<file path="config.mk">
export PLATFORM = sky130hd
export DESIGN_NAME = iowdt_top
export DESIGN_NICKNAME = d
export VERILOG_FILES = /design/src/iowdt_pkg.sv /design/src/iowdt_tick.sv /design/src/iowdt_top.sv
export SDC_FILE = /design/constraint.sdc
export NUM_CORES = 1
export LEC_CHECK = 0
export BUFFER_PORTS_ARGS = -buffer_cell sky130_fd_sc_hd__buf_4
export CORE_MARGIN = 1
export CORE_UTILIZATION = 45
export CTS_CLUSTER_SIZE = 12
export DETAILED_ROUTE_END_ITERATION = 8
export GPL_ROUTABILITY_DRIVEN = 1
export PLACE_DENSITY = 0.64
export SLEW_MARGIN = 40
export SYNTH_ARGS = -nofsm -noshare
export SYNTH_HDL_FRONTEND = slang
export SYNTH_SLANG_ARGS = --single-unit
</file>
<file path="constraint.sdc">
create_clock -name clk -period 2.7 [get_ports clk]
set_clock_uncertainty 0.05 [all_clocks]
set_input_delay 0.54 -clock clk [delete_from_list [all_inputs] [get_ports clk]]
set_output_delay 0.54 -clock clk [all_outputs]
set_load 0.1 [all_outputs]
</file>
<file path="src/iowdt_pkg.sv">
// Package for the I/O port watchdog: port address, timing, types
package iowdt_pkg;
  localparam logic [15:0] IOWDT_PORT_ADDR = 16'h0443;
  localparam logic [7:0] IOWDT_CODE_MIN = 8'h01;
  localparam logic [7:0] IOWDT_CODE_MAX = 8'h3f;
  localparam logic [5:0] IOWDT_INTERVAL_RESET = 6'h00;
  localparam int IOWDT_CLK_MHZ = 250;
  localparam int IOWDT_TICK_S = 1;
  localparam int IOWDT_TICK_CYCLES = IOWDT_TICK_S * IOWDT_CLK_MHZ * 1000000;
  localparam int IOWDT_TICK_W = 28;

  typedef enum logic [2:0] {
    IOWDT_IDLE = 3'b001,
    IOWDT_RUN = 3'b010,
    IOWDT_FIRED = 3'b100
  } iowdt_state_t;

  typedef struct packed {
    logic wr;
    logic rd;
    logic [15:0] addr;
    logic [7:0] wdata;
  } iowdt_io_req_t;
endpackage

</file>
<file path="src/iowdt_tick.sv">
// One-second tick divider for the watchdog
`timescale 1ns/10ps
module iowdt_tick #(
  parameter int TICK_CYCLES = iowdt_pkg::IOWDT_TICK_CYCLES
) (
  input wire logic clk,
  input wire logic sys_rst,
  input wire logic restart,
  output logic tick
);
  logic [iowdt_pkg::IOWDT_TICK_W-1:0] cnt_reg;
  localparam logic [iowdt_pkg::IOWDT_TICK_W-1:0] LAST = iowdt_pkg::IOWDT_TICK_W'(TICK_CYCLES - 1);

  // Phase restarts on every arm so the first second is full
  always_ff @(posedge clk or posedge sys_rst) begin
    if (sys_rst) begin
      cnt_reg <= '0;
    end else if (restart || cnt_reg == LAST) begin
      cnt_reg <= '0;
    end else begin
      cnt_reg <= cnt_reg + 1'b1;
    end
  end

  assign tick = (cnt_reg == LAST) && !restart;
endmodule // iowdt_tick

</file>
<file path="src/iowdt_top.sv">
// Watchdog timer programmed through one byte-wide I/O port
`timescale 1ns/10ps
// Function
// - On expiry, reset the processor or interrupt it, as selected.
// - Interval code is a byte written to I/O port 0x443.
// - Code N from 1 to 63 gives a timeout of N seconds; code 0 gives 1 second.
// - Every write restarts the count from the new interval.
// - A read of the port disables the watchdog.
// - A write while disabled starts the watchdog.
module iowdt_top #(
  parameter int TICK_CYCLES = iowdt_pkg::IOWDT_TICK_CYCLES
) (
  input wire logic clk,
  input wire logic sys_rst,
  input wire iowdt_pkg::iowdt_io_req_t io_req,
  input wire logic irq_mode,
  output logic [7:0] io_rdata,
  output logic cpu_reset,
  output logic cpu_irq,
  output logic running
);
  // ****************************************
  // Decode
  // ****************************************
  logic hit;
  logic port_wr;
  logic port_rd;
  logic tick;
  logic [5:0] count_reg;
  iowdt_pkg::iowdt_state_t state_reg;

  assign hit = io_req.addr == iowdt_pkg::IOWDT_PORT_ADDR;
  assign port_wr = hit && io_req.wr;
  assign port_rd = hit && io_req.rd && !io_req.wr;

  iowdt_tick #(.TICK_CYCLES(TICK_CYCLES)) u_tick (
    .clk(clk),
    .sys_rst(sys_rst),
    .restart(port_wr),
    .tick(tick)
  );

  // ****************************************
  // State and count
  // ****************************************
  always_ff @(posedge clk or posedge sys_rst) begin
    if (sys_rst) begin
      state_reg <= iowdt_pkg::IOWDT_IDLE;
    end else if (port_wr) begin
      state_reg <= iowdt_pkg::IOWDT_RUN;
    end else if (port_rd) begin
      state_reg <= iowdt_pkg::IOWDT_IDLE;
    end else begin
      case (state_reg)
        iowdt_pkg::IOWDT_RUN: begin
          if (tick && count_reg <= 6'h01) begin
            state_reg <= iowdt_pkg::IOWDT_FIRED;
          end
        end
        iowdt_pkg::IOWDT_IDLE, iowdt_pkg::IOWDT_FIRED: begin
          state_reg <= state_reg;
        end
        default: begin
          state_reg <= iowdt_pkg::IOWDT_IDLE;
        end
      endcase
    end
  end

  // Only low six bits hold a defined code; upper bits ignored
  always_ff @(posedge clk or posedge sys_rst) begin
    if (sys_rst) begin
      count_reg <= iowdt_pkg::IOWDT_INTERVAL_RESET;
    end else if (port_wr) begin
      count_reg <= io_req.wdata[5:0];
    end else if (state_reg == iowdt_pkg::IOWDT_RUN && tick && count_reg != 6'h00) begin
      count_reg <= count_reg - 6'h01;
    end
  end

  always_ff @(posedge clk or posedge sys_rst) begin
    if (sys_rst) begin
      io_rdata <= 8'h00;
    end else if (port_rd) begin
      io_rdata <= {2'b00, count_reg};
    end
  end

  // ****************************************
  // Outputs
  // ****************************************
  assign running = state_reg == iowdt_pkg::IOWDT_RUN;
  assign cpu_reset = state_reg == iowdt_pkg::IOWDT_FIRED && !irq_mode;
  assign cpu_irq = state_reg == iowdt_pkg::IOWDT_FIRED && irq_mode;

  // ****************************************
  // Checks
  // ****************************************
  write_arms_a: assert property (@(posedge clk) disable iff (sys_rst)
    port_wr |=> running && count_reg == $past(io_req.wdata[5:0]))
    else $error("write did not arm watchdog");
  read_stops_a: assert property (@(posedge clk) disable iff (sys_rst)
    port_rd |=> !running && !cpu_reset && !cpu_irq)
    else $error("read did not disable watchdog");
  expiry_fires_a: assert property (@(posedge clk) disable iff (sys_rst)
    running && tick && count_reg == 6'h01 && !port_wr && !port_rd |=> (cpu_reset || cpu_irq))
    else $error("expiry did not fire");
  no_early_fire_a: assert property (@(posedge clk) disable iff (sys_rst)
    running && count_reg > 6'h01 && !port_wr |=> !cpu_reset && !cpu_irq)
    else $error("fired before interval elapsed");
  tick_decrements_a: assert property (@(posedge clk) disable iff (sys_rst)
    running && tick && count_reg > 6'h01 && !port_wr && !port_rd |=> count_reg == $past(count_reg) - 6'h01)
    else $error("count not decremented on tick");
  mode_exclusive_a: assert property (@(posedge clk) disable iff (sys_rst)
    !(cpu_reset && cpu_irq))
    else $error("reset and interrupt both active");
  idle_holds_a: assert property (@(posedge clk) disable iff (sys_rst)
    !running && !port_wr |=> !running)
    else $error("watchdog started without write");
  restart_reload_a: assert property (@(posedge clk) disable iff (sys_rst)
    running && port_wr |=> count_reg == $past(io_req.wdata[5:0]) && !cpu_reset)
    else $error("restart did not reload");

  // ****************************************
  // Further checks
  // ****************************************
  // Cycles since last tick or restart, mirrors the divider phase
  logic [iowdt_pkg::IOWDT_TICK_W-1:0] gap_reg;

  always_ff @(posedge clk or posedge sys_rst) begin
    if (sys_rst) begin
      gap_reg <= '0;
    end else if (port_wr || tick) begin
      gap_reg <= '0;
    end else begin
      gap_reg <= gap_reg + 1'b1;
    end
  end

  tick_period_a: assert property (@(posedge clk) disable iff (sys_rst)
    tick |-> gap_reg == iowdt_pkg::IOWDT_TICK_W'(TICK_CYCLES - 1))
    else $error("tick period wrong");
  fired_holds_a: assert property (@(posedge clk) disable iff (sys_rst)
    state_reg == iowdt_pkg::IOWDT_FIRED && !port_wr && !port_rd |=> state_reg == iowdt_pkg::IOWDT_FIRED)
    else $error("fired state dropped");
  irq_mode_a: assert property (@(posedge clk) disable iff (sys_rst)
    state_reg == iowdt_pkg::IOWDT_FIRED |-> cpu_irq == irq_mode && cpu_reset == !irq_mode)
    else $error("expiry action does not follow mode");
  rdata_count_a: assert property (@(posedge clk) disable iff (sys_rst)
    port_rd |=> io_rdata == {2'b00, $past(count_reg)})
    else $error("read data not remaining count");
  other_addr_a: assert property (@(posedge clk) disable iff (sys_rst)
    !hit && !tick |=> count_reg == $past(count_reg) && state_reg == $past(state_reg))
    else $error("other address changed watchdog");
  idle_count_a: assert property (@(posedge clk) disable iff (sys_rst)
    !running && !port_wr |=> count_reg == $past(count_reg))
    else $error("count moved while disabled");
  no_tick_run_a: assert property (@(posedge clk) disable iff (sys_rst)
    running && !tick && !port_rd |=> running)
    else $error("stopped without tick or read");
  state_onehot_a: assert property (@(posedge clk) disable iff (sys_rst)
    $onehot(state_reg))
    else $error("state not one-hot");

  restart_c: cover property (@(posedge clk) disable iff (sys_rst) port_wr && running);
  arm_c: cover property (@(posedge clk) disable iff (sys_rst) port_wr && !running);
  fire_c: cover property (@(posedge clk) disable iff (sys_rst) $rose(cpu_reset));
  irq_c: cover property (@(posedge clk) disable iff (sys_rst) $rose(cpu_irq));
  disable_c: cover property (@(posedge clk) disable iff (sys_rst) port_rd && running);
endmodule // iowdt_top

</file>
== Word level (Yosys, flattened, before mapping) ==
Cells that the tools add are included.
Storage, ports and cells
  register bits after elaboration: 43
  latch bits: 0
  bits in writable memories: 0
  ROM bits: 0
  word-level logic and storage cells: 38
  memories kept: 0
Operators by class
  add/subtract/negate cells: 2
  multipliers: 0
  divide/modulo/power cells: 0
  magnitude comparators: 1
  equal/unequal tests: 7
  shifts and indexed selects: 0
  mux-type cells: 7
  bitwise operators: 0
  reductions and logical operators: 17
Operators by type and width (number)
  adder 28 x 1 -> 28 bit (second input constant): 1
  equality test 28 bit (second input constant): 1
  two-way mux 28 bit: 1
  equality test 16 x 11 -> 1 bit (second input constant): 1
  two-way mux 6 bit: 2
  logical AND 1 bit: 9
  two-way mux 3 bit: 3
  less-or-equal comparator 6 x 1 -> 1 bit (second input constant): 1
  one-hot mux 3 bit (2 select lines): 1
  nonzero test 6 bit: 1
  subtractor 6 x 1 -> 6 bit (second input constant): 1
  inequality test 4 x 1 -> 1 bit (second input constant): 1
  equality test 3 x 1 -> 1 bit (second input constant): 1
  equality test 3 x 2 -> 1 bit (second input constant): 1
  equality test 3 bit (second input constant): 1
  zero test 1 bit: 3
  inequality test 3 x 2 -> 1 bit (second input constant): 1
  AND reduction 2 bit: 1
  nonzero test 2 bit: 1
  OR reduction 2 bit: 1
  logical OR 1 bit: 1

== Longest topological paths before layout ==
  depth in word-level cells: 9
  mapped depth: 7

== By module ==
A second synthesis with hierarchy kept.
Unflattened totals
  cells, all modules: 242
  area total of the unflattened synthesis: 2427.3 µm²
By module, submodules not included
  iowdt_tick: times used 1, cells an instance 163, area an instance 1496.4 µm²
  iowdt_top: times used 1, cells an instance 79, area an instance 930.9 µm²

== Worst setup path before layout ==
OpenSTA, ideal clock, no wires.
  kind: register -> output
  start point: register state_reg[1]
  end point: output cpu_irq
  arrival time: 2.782 ns
  required time: 2.110 ns
  path slack: -0.672 ns
  cell stages (with the launch flop): 3
  path buffers: 0
  path through: dfrtp_1 > nand2b_1 > nor3b_1
Between the ends
  longest elaborated chain between the ends: 2
Ends and longest elaborated chain
  start: declaration: line iowdt_top.sv:30  | iowdt_pkg::iowdt_state_t state_reg;
  start signal: assignment: line iowdt_top.sv:48  | state_reg <= iowdt_pkg::IOWDT_IDLE;
  start signal: assignment: line iowdt_top.sv:50  | state_reg <= iowdt_pkg::IOWDT_RUN;
  start signal: assignment: line iowdt_top.sv:52  | state_reg <= iowdt_pkg::IOWDT_IDLE;
  equality test 3 bit: line iowdt_top.sv:94  | assign cpu_irq = state_reg == iowdt_pkg::IOWDT_FIRED && irq_mode;
  logical AND 1 bit: line iowdt_top.sv:94
  end: declaration: line iowdt_top.sv:19  | output logic cpu_irq,
Every way passes these cells.

== Worst setup path after layout ==
  start point: register u_tick.cnt_reg[10] in the netlist's numbering
  end point: register count_reg[2]
Between the ends
  longest elaborated chain between the ends: 5
Ends and longest elaborated chain
  start: declaration: line iowdt_tick.sv:11  | logic [iowdt_pkg::IOWDT_TICK_W-1:0] cnt_reg;
  start signal: assignment: line iowdt_tick.sv:21  | cnt_reg <= cnt_reg + 1'b1;
  equality test 28 bit: line iowdt_tick.sv:25  | assign tick = (cnt_reg == LAST) && !restart;
  logical AND 1 bit: line iowdt_tick.sv:25
  logical AND 1 bit (2 in series): line iowdt_top.sv:76  | end else if (state_reg == iowdt_pkg::IOWDT_RUN && tick && count_reg != 6'h00) begin
  nonzero test 2 bit (no source line)
  end signal: assignment: line iowdt_top.sv:73  | count_reg <= iowdt_pkg::IOWDT_INTERVAL_RESET;
  end signal: assignment: line iowdt_top.sv:75  | count_reg <= io_req.wdata[5:0];
  end signal: assignment: line iowdt_top.sv:77  | count_reg <= count_reg - 6'h01;
  end: declaration: line iowdt_top.sv:29  | logic [5:0] count_reg;
Every way passes these cells.
A chain may end at the register's enable or synchronous reset.

==> results.json <==
{
  "layout-drive-gt1-share": 0.196,
  "cts.sinks": 43,
  "wl_per_cell_um": 13.4,
  "required_ns": 2.87,
  "stdcell_area_mm2": 0.00279,
  "grt_setup_unrepaired": "false",
  "tns_ns": 0,
  "core.rowCount": 25,
  "largest_register_ffs": 28,
  "core-area_mm2": 0.00485,
  "clockPowerShare": 0.330,
  "start_kind": "flip-flop",
  "cp-end-kind": "flip-flop",
  "synthFlopType": "dfrtp_1",
  "place.gp.congestion": 0.823,
  "fmax_ghz": 0.419,
  "track_usage": 0.195,
  "cts_made_buffers": 5,
  "synthDistinctLibCells": 44,
  "first_global_vias": 1728,
  "synth.area.top_cells": "dfrtp_1 45%, xor2_1 7.9%, nor2_1 5.6%",
  "die_x_um": 74.0,
  "start_util": 0.481,
  "async_flop_share": 1.00,
  "clock_path_buffers": 2,
  "cts_setup_buffers": 0,
  "p_comb_frac": 0.083,
  "utilization": 0.576,
  "syn_to_final_growth_pct": 19.6,
  "hold_slack_ns": 0.324,
  "ys_ff_latch": 43,
  "hpwl_mm": 3.37,
  "grt_pass1_wl_mm": 7.98,
  "ant_nets": 0,
  "path_class": "flip-flop to flip-flop",
  "register_area_mm2": 0.00108,
  "cts_tree": "built",
  "drcViolationCount": 0,
  "place_area_mm2": 0.00271,
  "numPortBuffers": 35,
  "setup_violations": 0,
  "dieArea_mm2": 0.00548,
  "relSlewSlack": 0.471,
  "hold_path.class": "primary input to async pin",
  "diodes": 0,
  "vias_per_cell": 5.33,
  "io_pins": 40,
  "antenna_found_initial": 0,
  "clk-insertion-delay-late_ns": 0.29,
  "cts-root-buf": "clkbuf_8",
  "routed_wl_mm": 4.71,
  "p_leak_nw": 1.24,
  "worst_pin_slew_ns": 0.787,
  "drt-pass1-iter-count": 4,
  "netlist_area_mm2": 0.00233,
  "hold_violations": 0,
  "post_cts_resized": 0,
  "synth-edff-count": 0,
  "internal_power_uw": 906,
  "cap_violations": 0,
  "power_density_mw_per_mm2": 432,
  "grt-ovfl-total": 0,
  "clk_pin_slew_ns": 0.08,
  "ctsHoldBuffers": 0,
  "avgSynthCellArea_um2": 9.68,
  "drt-initial-drc-count": 95,
  "htreeDepth": 2,
  "status": "finished, final reports clean",
  "via_count": 1876,
  "crit_fanout": 6,
  "ys_seq_area_frac": 0.462,
  "p_seq_frac": 0.587,
  "synth_top_cell_by_area": "dfrtp_1",
  "r2r_slack_ns": 0.32,
  "nets": 317,
  "yosys_warnings": 0,
  "min_period_ns": 2.38,
  "synth.top_cell.area_share": 0.450,
  "vdd_ir_drop_max_mv": 0.250,
  "fin_crit_sh": 0.883,
  "power_switching_uw": 298,
  "grt_max_degree": 44,
  "crit_arrival_ns": 2.55,
  "netlist_instances": 241,
  "final_max_slew_viol_count": 0,
  "multi_input_area_mm2": 0.00121,
  "dieHeight_um": 74.0,
  "swShare": 0.248,
  "nFillCells": 418
}
==> logic make-up (layout without fill, tap and decap cells) <==
| kind of cell | count (synthesis) | after routing | synth area share |
|---|---|---|---|
| AO/OA/AOI/OAI | 18 | 18 | 0.0515 |
| XOR/XNOR | 25 | 25 | 0.0938 |
| adder cells (fa/ha/maj) | 4 | 4 | 0.0214 |
| buffers and inverters | 13 | 56 | 0.0263 |
| flip-flops | 43 | 43 | 0.462 |
| multiplexers | 6 | 6 | 0.0290 |
| other | 1 | 2 | 0.00161 |
| AND/OR/NAND/NOR | 131 | 131 | 0.315 |
==> per-stage QoR <==
| step | power, mW | worst slack (ns) | instances |
|---|---|---|---|
| after floorplan | 0.776 | 0.296 | 242 |
| after global placement | 0.818 | 0.175 | 344 |
| after detailed placement | 0.821 | 0.171 | 344 |
| after CTS | 1.21 | 0.294 | 352 |
| after global routing | 1.26 | 0.156 | 352 |
| final | 1.20 | 0.315 | 352 |
==> critical path, cell delays in order, from the launching register on <==
cell and delay (ns):
dfrtp_1 0.43, or4b_1 0.56, nor4_2 0.22, nand4_1 0.20, buf_4 0.21, or4_1 0.46, a31oi_1 0.18
==> metal layers <==
layer | track usage | vias up | routed length (µm)
met5 | 0 | - | 0
met4 | 0.0919 | 0 | 74
met3 | 0.0379 | 5 | 163
met2 | 0.287 | 38 | 2110
met1 | 0.277 | 892 | 2360
li1 | - | 941 | -
==> cells in the mapped netlist (3+ instances only) <==
| master | n |
|---|---|
| dfrtp_1 | 42 |
| nor2_1 | 35 |
| nand3_1 | 24 |
| xor2_1 | 21 |
| nand2_1 | 14 |
| or4_1 | 8 |
| and3_1 | 7 |
| mux2_1 | 6 |
| nand4_1 | 6 |
| nor3_1 | 6 |
| and2_1 | 5 |
| inv_1 | 5 |
| buf_2 | 4 |
| ha_1 | 4 |
| or4b_1 | 4 |
| xnor2_1 | 4 |
| a31oi_1 | 3 |
| nor4_1 | 3 |
| o211ai_1 | 3 |
| o21ai_1 | 3 |
| or3_1 | 3 |
==> placed cells by master (no fill, tap or decap), drive strengths merged, types with 3 or more instances in the layout <==
cell type / Yosys / layout
nand3: 24 / 24
nor4: 5 / 5
inv: 5 / 4
xnor2: 4 / 4
or3: 3 / 3
o211ai: 3 / 3
nand2: 14 / 14
nor2: 36 / 36
or4: 8 / 8
dfrtp: 42 / 42
and3: 7 / 7
clkbuf: 2 / 8
nand4: 6 / 6
or4b: 4 / 4
buf: 6 / 43
o21ai: 6 / 6
and2: 5 / 5
ha: 4 / 4
xor2: 21 / 21
mux2: 6 / 6
nor3: 6 / 6
a31oi: 3 / 3
==> power by group through the flow <==
stage	Sequential, mW	Combinational, mW	Clock, mW
floorplan	0.710	0.0664	0
global placement	0.719	0.0996	0
detailed placement	0.719	0.102	0
CTS	0.706	0.102	0.406
global route	0.715	0.114	0.435
finish	0.707	0.100	0.397
==> final cells by class <==
type                            instances  share of cell area
Timing Repair Buffer                   43               0.116
Multi-Input combinational cell        186               0.433
Clock buffer                            8              0.0287
Tap cell                               67              0.0300
Sequential cell                        43               0.386
Inverter                                5             0.00672
==> path summary, 6_finish.rpt <==
check	startpoint	end	depth (start not counted)
setup / recovery	u_tick.cnt_reg[10]$_DFF_PP0_	count_reg[2]$_DFFE_PP0P_	6
hold / removal	sys_rst	count_reg[2]$_DFFE_PP0P_	3
setup reg to reg	u_tick.cnt_reg[10]$_DFF_PP0_	count_reg[2]$_DFFE_PP0P_	6
hold reg to reg	u_tick.cnt_reg[0]$_DFF_PP0_	u_tick.cnt_reg[0]$_DFF_PP0_	1
max in group asynchronous	sys_rst	state_reg[0]$_DFFE_PP1P_	3
min in group clk	io_req[1]	count_reg[1]$_DFFE_PP0P_	3
No activity file was read; power rests on OpenSTA's default activity.
